[src/shared/qdl_map.vh]
// Field layout, reset values and counts of the quad converter serial front end
`ifndef QDL_MAP_VH
`define QDL_MAP_VH

// Serial word
`define QDL_WORD_BITS     24
`define QDL_CNT_BITS      5
`define QDL_CNT_FULL      5'h18

// Field positions inside the 24-bit word (bit 23 is spare, ignored)
`define QDL_PKG_MSB       22
`define QDL_PKG_LSB       18
`define QDL_CHAN_MSB      17
`define QDL_CHAN_LSB      16
`define QDL_DATA_MSB      15
`define QDL_DATA_LSB      0

// Widths
`define QDL_PKG_BITS      5
`define QDL_CHAN_BITS     2
`define QDL_DATA_BITS     16
`define QDL_CHANNELS      4

// Reset values
`define QDL_INPUT_RST     16'h0000
`define QDL_OUTPUT_RST    16'h0000
`define QDL_SHIFT_RST     24'h000000

`endif

[src/verilog/qdl_sync.v]
// Two-stage synchroniser for pins arriving from outside the system clock domain
module qdl_sync #(
	parameter           RST_VAL = 1'b0
) (
	input  wire         clk_sys_i,
	input  wire         reset_n_i,
	input  wire         pin_i,
	output wire         level_o
);

	reg                 meta_q;
	reg                 stable_q;

	// Only the second stage is visible outside
	always @(posedge clk_sys_i or negedge reset_n_i) begin
		if (!reset_n_i) begin
			meta_q   <= RST_VAL;
			stable_q <= RST_VAL;
		end else begin
			meta_q   <= pin_i;
			stable_q <= meta_q;
		end
	end

	assign level_o = stable_q;

endmodule // qdl_sync

[src/verilog/qdl_top.v]
// Serial load, package match and output update logic of a quad converter
`include "qdl_map.vh"

////////////////////////////////////////////////////////////////////////////////
// Functional notes
// - Shift data in on serial clock falling edges
// - Frame sync active low; bits only while low
// - Own package address from five hardwired pins
// - Bypass low: check package address each word
// - Bypass high: skip package check, decode channel
// - Load input high: output latches stay unchanged
// - Load input low: all channels update together
// - Clear low forces sense ground, asynchronously
// - After clear, sense ground until load low
// - Frame rising edge transfers 24-bit word
module qdl_top (
	input  wire         clk_sys_i,
	input  wire         reset_n_i,
	input  wire         serial_clk_i,
	input  wire         serial_data_i,
	input  wire         frame_sync_n_i,
	input  wire [4:0]   package_id_pins_i,
	input  wire         package_match_bypass_i,
	input  wire         load_outputs_n_i,
	input  wire         force_clear_n_i,
	output wire [63:0]  channel_output_o,
	output wire         sense_ground_level_o,
	output wire         word_taken_o,
	output wire         word_rejected_o
);

	////////////////////////////////////////////////////////////////////////////
	// Pin synchronisers

	wire                sclk_s;
	wire                din_s;
	wire                frame_n_s;
	wire                bypass_s;
	wire                load_n_s;
	wire                clear_n_s;
	wire [4:0]          pkg_s;

	qdl_sync #(.RST_VAL(1'b0)) u_sync_sclk (
		.clk_sys_i (clk_sys_i),
		.reset_n_i (reset_n_i),
		.pin_i     (serial_clk_i),
		.level_o   (sclk_s)
	);

	qdl_sync #(.RST_VAL(1'b0)) u_sync_din (
		.clk_sys_i (clk_sys_i),
		.reset_n_i (reset_n_i),
		.pin_i     (serial_data_i),
		.level_o   (din_s)
	);

	qdl_sync #(.RST_VAL(1'b1)) u_sync_frame (
		.clk_sys_i (clk_sys_i),
		.reset_n_i (reset_n_i),
		.pin_i     (frame_sync_n_i),
		.level_o   (frame_n_s)
	);

	qdl_sync #(.RST_VAL(1'b0)) u_sync_bypass (
		.clk_sys_i (clk_sys_i),
		.reset_n_i (reset_n_i),
		.pin_i     (package_match_bypass_i),
		.level_o   (bypass_s)
	);

	qdl_sync #(.RST_VAL(1'b1)) u_sync_load (
		.clk_sys_i (clk_sys_i),
		.reset_n_i (reset_n_i),
		.pin_i     (load_outputs_n_i),
		.level_o   (load_n_s)
	);

	qdl_sync #(.RST_VAL(1'b1)) u_sync_clear (
		.clk_sys_i (clk_sys_i),
		.reset_n_i (reset_n_i),
		.pin_i     (force_clear_n_i),
		.level_o   (clear_n_s)
	);

	genvar              g;
	generate
		for (g = 0; g < `QDL_PKG_BITS; g = g + 1) begin : g_pkg
			// Straps are static but still pass two stages
			qdl_sync #(.RST_VAL(1'b0)) u_sync_pkg (
				.clk_sys_i (clk_sys_i),
				.reset_n_i (reset_n_i),
				.pin_i     (package_id_pins_i[g]),
				.level_o   (pkg_s[g])
			);
		end
	endgenerate

	////////////////////////////////////////////////////////////////////////////
	// Edge detection on synchronised levels

	reg                 sclk_d1_q;
	reg                 frame_d1_q;

	always @(posedge clk_sys_i or negedge reset_n_i) begin
		if (!reset_n_i) begin
			sclk_d1_q  <= 1'b0;
			frame_d1_q <= 1'b1;
		end else begin
			sclk_d1_q  <= sclk_s;
			frame_d1_q <= frame_n_s;
		end
	end

	function fell;
		input prev;
		input now;
		begin
			fell = prev & ~now;
		end
	endfunction

	wire                sclk_fall  = fell(sclk_d1_q, sclk_s);
	wire                frame_rise = fell(frame_n_s, frame_d1_q);
	wire                frame_on   = ~frame_n_s;

	////////////////////////////////////////////////////////////////////////////
	// Shift register and bit count

	reg  [23:0]         shift_q;
	reg  [4:0]          count_q;

	always @(posedge clk_sys_i or negedge reset_n_i) begin
		if (!reset_n_i) begin
			shift_q <= `QDL_SHIFT_RST;
			count_q <= 5'h00;
		end else if (frame_rise) begin
			count_q <= 5'h00;
		end else if (frame_on && sclk_fall) begin
			shift_q <= {shift_q[22:0], din_s};
			if (count_q != `QDL_CNT_FULL) begin
				count_q <= count_q + 5'h01;
			end
		end
	end

	////////////////////////////////////////////////////////////////////////////
	// Word acceptance and input registers

	wire [4:0]          word_pkg  = shift_q[`QDL_PKG_MSB:`QDL_PKG_LSB];
	wire [1:0]          word_chan = shift_q[`QDL_CHAN_MSB:`QDL_CHAN_LSB];
	wire [15:0]         word_data = shift_q[`QDL_DATA_MSB:`QDL_DATA_LSB];
	wire                full_word = (count_q == `QDL_CNT_FULL);
	// Bypass skips only the package compare; channel is always decoded
	wire                pkg_ok    = bypass_s | (word_pkg == pkg_s);
	wire                accept    = frame_rise & full_word & pkg_ok;
	wire                reject    = frame_rise & ~accept;

	reg  [15:0]         input_q [0:3];
	reg                 taken_q;
	reg                 rejected_q;
	integer             i;

	always @(posedge clk_sys_i or negedge reset_n_i) begin
		if (!reset_n_i) begin
			for (i = 0; i < `QDL_CHANNELS; i = i + 1) begin
				input_q[i] <= `QDL_INPUT_RST;
			end
			taken_q    <= 1'b0;
			rejected_q <= 1'b0;
		end else begin
			taken_q    <= accept;
			rejected_q <= reject;
			if (accept) begin
				input_q[word_chan] <= word_data;
			end
		end
	end

	assign word_taken_o    = taken_q;
	assign word_rejected_o = rejected_q;

	////////////////////////////////////////////////////////////////////////////
	// Output latches and clear

	// The raw clear pin acts with no clock; a glitch on it clears the outputs
	wire                clr_rst_n = reset_n_i & force_clear_n_i;
	wire                load_now  = ~load_n_s & clear_n_s;

	reg  [63:0]         output_q;
	reg                 ground_q;

	always @(posedge clk_sys_i or negedge clr_rst_n) begin
		if (!clr_rst_n) begin
			output_q <= {`QDL_CHANNELS{`QDL_OUTPUT_RST}};
			ground_q <= 1'b1;
		end else if (load_now) begin
			// All four latches follow together while load is low
			output_q <= {input_q[3], input_q[2], input_q[1], input_q[0]};
			ground_q <= 1'b0;
		end
		// Load high leaves latches untouched
	end

	assign channel_output_o     = output_q;
	assign sense_ground_level_o = ground_q;

endmodule // qdl_top

[config.mk]
export PLATFORM = sky130hd
export DESIGN_NAME = qdl_top
export DESIGN_NICKNAME = d
export VERILOG_FILES = /design/src/verilog/qdl_sync.v /design/src/verilog/qdl_top.v
export VERILOG_INCLUDE_DIRS = /design/src /design/src/shared
export SDC_FILE = /design/constraint.sdc
export NUM_CORES = 1
export LEC_CHECK = 0
export BUFFER_PORTS_ARGS = -buffer_cell sky130_fd_sc_hd__buf_2
export CAP_MARGIN = 20
export CORE_MARGIN = 4
export CORE_UTILIZATION = 50
export CTS_CLUSTER_DIAMETER = 80
export DETAILED_ROUTE_END_ITERATION = 10
export GPL_TIMING_DRIVEN = 0
export MAX_ROUTING_LAYER = met4
export PLACE_DENSITY_LB_ADDON = 0.05
export SETUP_SLACK_MARGIN = 0.2
export SLEW_MARGIN = 40
export SYNTH_ARGS = -nofsm -noshare
export SYNTH_HDL_FRONTEND = slang
export SYNTH_SLANG_ARGS = --single-unit
[constraint.sdc]
create_clock -name clk_sys_i -period 2.45 [get_ports clk_sys_i]
set_clock_uncertainty 0.15 [all_clocks]
set_input_delay 0.245 -clock clk_sys_i [delete_from_list [all_inputs] [get_ports clk_sys_i]]
set_output_delay 0.245 -clock clk_sys_i [all_outputs]
set_load 0.005 [all_outputs]
==> impl_metrics.csv, run 1 <==
group,metric,value,unit
logic_synthesis,synth_seq_cells,183,
grt,grt_antenna_before_repair,0,
final_layout,nFillCells,1019,
placed_design,numPortBuffers,79,
worst_setup_path,cp_max_fo,10,
outcome,violations,"negative setup slack",
placed_design,gp_congestion,0.7803,
routing,vias,3715,
logic_synthesis,synth_cell_types,31,
placed_design,placed_cells,661,
sta,rsz0062_at_grt,"yes",
routing,antenna_left,0,
cts,clock_latency,420,ps
pwr,p_leak,4.511,nW
logic_synthesis,yosysWarnings,0,
cts,clockBufferDepth,2,
sta,slew_headroom,54.75,%
routing,viasPerCell,5.153,
grt,grt_pass1_vias,4015,
routing,drc,0,
final_layout,fin_util,64.78,%
cts,cts_tree,"done",
worst_setup_path,arrival,2680,ps
pwr,power,6.265,mW
floorplanning,die_h,125.2,microns
final_layout,area_growth,25.95,%
floorplanning,start_util,51.43,%
final_layout,insertedDiodeCount,0,
logic_synthesis,avgSynthCellArea,16.99,sq um
cts,root_buffer,"clkbuf_16",
routing,wl_met1,6.087,mm
worst_setup_path,crit_required,2600,ps
outcome,status,"finished with violations",
sta,fmax,395.8,MHz
worst_setup_path,r2r_slack,-80,ps
worst_setup_path,critPathKind,"reg -> reg",
routing,wire_per_inst,18.25,microns
sta,maxSlewViolCount,0,
routing,wl_met2,6.377,mm
placed_design,hpwl,8.406,mm
floorplanning,die_area,0.01567,sq mm
sta,hold_viol_final,0,
sta,worstMarginPinSlew,678.7,ps
worst_setup_path,worst_setup_path_end_kind,"register",
routing,routed-wl-met3,505,microns
cts,cts_htree_levels,4,
logic_synthesis,ys_seq_area_share,66.85,%
flow_run,cap_violations,0,
floorplanning,die_w,125.2,microns
routing,firstDrtPassIters,4,
pwr,p_per_area,724.5,mW/mm^2
floorplanning,io_pins,80,
sta,post-route-period-util,103.1,%
sta,setup_violations,42,
logic_synthesis,netlist_area,0.006865,sq mm
final_layout,drive_above_1_share,56.51,%
sta,timing.final.ws_setup,-76.44,ps
final_layout,stdcell_count,721,
cts,cts.reportedPaths.clkPinSlew,60,ps
hold_path,hp-class,"reg -> reg",
pwr,peakVddDrop,0.4358,mV
sta,tns,-1636,ps
worst_setup_path,critPathLaunchType,"register",
final_layout,nNetsFinal,547,
routing,drt-total-wl,13.16,mm
routing,dr.max_layer_used,"met4",
grt,grt_use_total,18.24,%
logic_synthesis,syn_nets,419,
grt,grt_pass1_wl,21.73,mm
logic_synthesis,synthCells,404,
grt,grt_remaining_overflow,0,
floorplanning,rows,42,
cts,cts_buffers,17,
grt,grt_max_degree,73,
sta,whs,197.7,ps
sta,finalCriticalPeriod,2526,ps
routing,drt_iter0_drc,161,
cts,clkSinkCount,183,
floorplanning,core_area,0.01335,sq mm
==> metrics by stage <==
stage                     setup WS [ps]  instance area (sq um)
after global routing             -148.9                   8647
after detailed placement         -334.5                   7612
after floorplan                  -16.68                   6938
after global placement            -1756                   7553
after CTS                        -82.49                   8541
final                            -76.44                   8647
==> flip-flops by register name (all words and copies together) (netlist names) <==
register / flops
channel_output_o: 64
input_q: 64
shift_q: 23
count_q: 5
g_pkg.u_sync_pkg.level_o: 5
g_pkg.u_sync_pkg.meta_q: 5
frame_d1_q: 1
sclk_d1_q: 1
sense_ground_level_o: 1
u_sync_bypass.level_o: 1
u_sync_bypass.meta_q: 1
u_sync_clear.level_o: 1
u_sync_clear.meta_q: 1
u_sync_din.level_o: 1
u_sync_din.meta_q: 1
u_sync_frame.level_o: 1
u_sync_frame.meta_q: 1
u_sync_load.level_o: 1
u_sync_load.meta_q: 1
u_sync_sclk.level_o: 1
u_sync_sclk.meta_q: 1
word_rejected_o: 1
word_taken_o: 1
==> layer usage <==
metal / vias to the layer above / GRT usage [%]
met3: 17 / 4.009
met2: 83 / 27.68
met4: 0 / 6.250
li1: 1678 / -
met5: - / -
met1: 1937 / 24.68
==> logic make-up after synthesis <==
kind of cell | share of synthesized area, %
multiplexers | 25.86
XOR/XNOR | 1.148
AND/OR/NAND/NOR | 2.679
adder cells (fa/ha/maj) | 0.3644
flip-flops | 66.85
AO/OA/AOI/OAI | 1.185
buffers and inverters | 1.914
==> critical path, stage by stage, from the launching register on <==
cell and delay (ps):
dfrtp_1 390, inv_2 80, ha_4 140, nand4b_4 120
or4b_4 490, buf_6 150, o32a_1 300, buf_6 140
buf_12 140, mux2_4 290
==> final cells by class <==
cell class / count / area, sq um / area share [%]
Multi-Input combinational cell: 201 / 2295 / 26.54
Clock inverter: 7 / 117.6 / 1.360
Tap cell: 176 / 220.2 / 2.547
Inverter: 2 / 7.507 / 0.08682
Sequential cell: 183 / 4589 / 53.07
Buffer: 18 / 166.4 / 1.924
Clock buffer: 25 / 485.5 / 5.614
Timing Repair Buffer: 109 / 765.7 / 8.855
==> cells in the mapped netlist <==
master | number | area share (%)
clkbuf_1 | 11 | 0.60
dfstp_2 | 8 | 3.1
dfrtp_1 | 175 | 64
or4b_1 | 1 | 0.15
o21a_1 | 1 | 0.11
nor2b_1 | 2 | 0.18
mux2_4 | 20 | 4.4
o22ai_2 | 1 | 0.18
a21oi_1 | 1 | 0.073
nor3b_1 | 1 | 0.11
inv_1 | 2 | 0.11
mux2_2 | 131 | 21
a41oi_1 | 1 | 0.13
and2b_1 | 1 | 0.11
o32a_1 | 2 | 0.29
nand2b_1 | 1 | 0.091
buf_2 | 1 | 0.073
buf_4 | 2 | 0.22
xnor2_1 | 4 | 0.51
xor2_1 | 5 | 0.64
nand4_1 | 3 | 0.27
nand2_1 | 8 | 0.44
or3b_2 | 1 | 0.13
ha_1 | 2 | 0.36
nand3_1 | 4 | 0.29
nand4b_4 | 1 | 0.35
nor2_1 | 7 | 0.38
and2_1 | 2 | 0.18
buf_6 | 2 | 0.33
o32ai_4 | 1 | 0.40
buf_12 | 2 | 0.58
==> final timing paths <==
check                                      startpoint                           to  depth (start not counted)
setup / recovery                           count_q[0]                  input_q[13]                          9
hold / removal             g_pkg[1].u_sync_pkg.meta_q  g_pkg[1].u_sync_pkg.level_o                          0
setup reg to reg                           count_q[0]                  input_q[13]                          9
hold reg to reg            g_pkg[1].u_sync_pkg.meta_q  g_pkg[1].u_sync_pkg.level_o                          0
max in group asynchronous                   reset_n_i         sense_ground_level_o                          4
min in group asynchronous                   reset_n_i                  input_q[51]                          2
==> cell usage in the layout (no fill, tap or decap), drive strengths merged <==
cell | synthesis | layout
nand2 | 8 | 8
nand4b | 1 | 1
nand2b | 1 | 1
or4b | 1 | 1
ha | 2 | 2
a41oi | 1 | 1
o32ai | 1 | 1
nor2b | 2 | 2
clkbuf | 11 | 36
xor2 | 5 | 5
inv | 2 | 2
clkinvlp | 0 | 3
dlygate4sd3 | 0 | 12
clkinv | 0 | 1
xnor2 | 4 | 4
o22ai | 1 | 1
or3b | 1 | 1
nand3 | 4 | 4
nand4 | 3 | 3
o21a | 1 | 1
mux2 | 151 | 151
and2b | 1 | 1
o32a | 2 | 2
and2 | 2 | 2
dfstp | 8 | 8
nor3b | 1 | 1
nor2 | 7 | 7
a21oi | 1 | 1
dfrtp | 175 | 175
buf | 7 | 104
bufinv | 0 | 3
==> power by group <==
group | internal, mW | switching [mW] | total, mW
Sequential | 3.11 | 0.121 | 3.23
Combinational | 0.133 | 0.141 | 0.274
Clock | 1.69 | 1.07 | 2.76
==> timing repair <==
action | 4_1_cts | 5_1_grt
hold endpoints to repair | 104 | 0
gates resized for setup | 29 | 22
gates cloned | 1 | 1
setup buffers | 12 | 2
endpoints found under the setup margin | 122 | 99
pin swaps | 2 | 2
hold buffers | 12 | 0
Power figures use the tool's default switching activity.
==> inputs of run 2 (changes only) <==
- TNS_END_PERCENT: default -> 10
==> impl_metrics.csv, run 2 (synthesis results as in run 1) <==
group,metric,value,unit
sta,post-route-period-util,103.4,%
routing,wire_per_inst,17.82,microns
routing,viasPerCell,5.046,
sta,finalCriticalPeriod,2533,ps
cts,cts_buffers,17,
pwr,comb_power_share,4.5,%
outcome,status,"finished with violations",
worst_setup_path,critPathLaunchType,"register",
pwr,p_per_area,715.4,mW/mm^2
sta,rsz0062_at_grt,"yes",
cts,clockBufferDepth,2,
final_layout,nNetsFinal,544,
cts,cts_tree,"done",
placed_design,numPortBuffers,79,
grt,met2_usage,28.12,%
grt,grt_use_total,17.60,%
final_layout,layout_commonest_cell,"dfrtp_1",
floorplanning,rows,42,
pwr,p_sw,1.305,mW
floorplanning,die_h,125.2,microns
final_layout,final_area,0.008541,sq mm
final_layout,insertedDiodeCount,0,
worst_setup_path,cp_max_fo,10,
final_layout,drive_above_1_share,56.64,%
cts,cts.reportedPaths.clkPinSlew,60,ps
pwr,peakVddDrop,0.4726,mV
grt,grt_max_degree,67,
sta,setup_violations,42,
outcome,violations,"negative setup slack",
cts,clkSinkCount,183,
sta,worstMarginPinSlew,642.1,ps
hold_path,hp-class,"in -> async",
routing,drt-total-wl,12.80,mm
routing,drt_iter0_drc,151,
floorplanning,core_area,0.01335,sq mm
pwr,power.clock.fraction,42.6,%
grt,grt_remaining_overflow,0,
sta,fmax,394.8,MHz
cts,cts_htree_levels,4,
pwr,pwr-share-seq,52.9,%
routing,firstDrtPassIters,4,
pwr,intPower,4.805,mW
sta,maxSlewViolCount,0,
grt,grt_pass1_wl,20.97,mm
grt,grt_antenna_before_repair,0,
worst_setup_path,critPathKind,"reg -> reg",
floorplanning,die_area,0.01567,sq mm
floorplanning,die_w,125.2,microns
worst_setup_path,crit_required,2600,ps
grt,grt_pass1_vias,3919,
cts,clock_latency,420,ps
grt,grt.met3_usage,3.881,%
grt,use_met1,22.37,%
worst_setup_path,rr_worst_depth,9,
worst_setup_path,arrival,2690,ps
sta,tns,-2709,ps
worst_setup_path,worst_setup_path_end_kind,"register",
routing,drc,0,
pwr,p_leak,4.486,nW
placed_design,dpl_cell_area,0.007571,sq mm
routing,vias,3623,
routing,antenna_left,0,
sta,timing.final.ws_setup,-83.03,ps
floorplanning,start_util,51.43,%
sta,slew_headroom,57.19,%
placed_design,hpwl,8.300,mm
final_layout,final_cell_mix,"175 x dfrtp_1, 107 x mux2_2, 79 x buf_2",
final_layout,nFillCells,1038,
final_layout,area_growth,24.40,%
flow_run,cap_violations,0,
floorplanning,io_pins,80,
cts,root_buffer,"clkbuf_16",
sta,hold_viol_final,0,
placed_design,gp_congestion,0.7177,
grt,top_usage_layer,"met2",
pwr,swShare,21.36,%
run 2: cell count changes in the layout (fill, tap and decap cells not counted), moves of 2 or more:
cell / change
buf_12: -2
buf_6: -3
bufinv_16: -2
clkbuf_1: -2
clkbuf_8: +3
clkinv_2: +3
clkinvlp_4: -2
mux2_2: +8
mux2_4: -8
run 2: path summary, 6_finish.rpt:
path / slack (ps) / start / endpoint
max in group asynchronous: 630 / reset_n_i / channel_output_o[51]
min in group clk_sys_i: 200 / g_pkg[4].u_sync_pkg.meta_q / g_pkg[4].u_sync_pkg.level_o
max: -80 / count_q[0] / input_q[24]
max reg2reg: -80 / count_q[0] / input_q[24]
min: 170 / reset_n_i / input_q[59]
min reg2reg: 200 / g_pkg[4].u_sync_pkg.meta_q / g_pkg[4].u_sync_pkg.level_o
run 2: worst max-delay path: stages (launching register included):
cell and delay (ps):
dfrtp_1 390, inv_2 80, ha_4 130, nand4b_4 120, or4b_4 500, buf_6 150, o32a_1 290, buf_6 150
buf_12 150, mux2_4 290
run 2: cell type report:
| cell class | instances | area, sq um | area share, % |
|---|---|---|---|
| multi-input combinational | 201 | 2262 | 26.49 |
| clock buffer | 25 | 515.5 | 6.036 |
| inverter | 2 | 7.507 | 0.08790 |
| clock inverter | 7 | 66.31 | 0.7764 |
| sequential | 183 | 4589 | 53.74 |
| timing repair buffer | 106 | 729.5 | 8.541 |
| buffer | 18 | 150.1 | 1.758 |
| tap | 176 | 220.2 | 2.578 |
run 2: power by group through the flow:
stage	logic (mW)	registers (mW)	clock network [mW]
floorplan	0.149	3.23	0
global placement	0.227	3.28	0
detailed placement	0.244	3.28	0
CTS	0.275	3.23	2.68
global route	0.312	3.24	2.80
finish	0.273	3.23	2.61
run 2: layer usage:
layer | routed length (microns) | vias up
li1 | - | 1674
met1 | 5670 | 1877
met2 | 6492 | 57
met3 | 434 | 15
met4 | 199 | 0
met5 | 0 | -
run 2: timing repair:
item / CTS / global route
endpoints found under the hold margin: 90 / 0
gates resized for setup: 16 / 29
setup buffers: 8 / 2
hold buffers: 12 / 0
cloned: 1 / 2
setup endpoints to repair: 125 / 81
pin swaps: 2 / 1
run 2: metrics by stage:
| stage | setup WS, ps | cells | hold slack [ps] | util [%] | power (mW) |
|---|---|---|---|---|---|
| 2_1_floorplan | -17.37 | 404 | -200.6 | - | 3.382 |
| 3_3_place_gp | -3123 | 659 | 184.0 | 56.27 | 3.508 |
| 3_5_place_dp | -363.2 | 661 | 42.34 | 56.72 | 3.527 |
| 4_1_cts | -86.81 | 714 | 181.5 | 63.01 | 6.183 |
| 5_1_grt | -184.7 | 718 | 203.4 | 63.99 | 6.353 |
| 6_report | -83.03 | 718 | 174.3 | 63.99 | 6.110 |
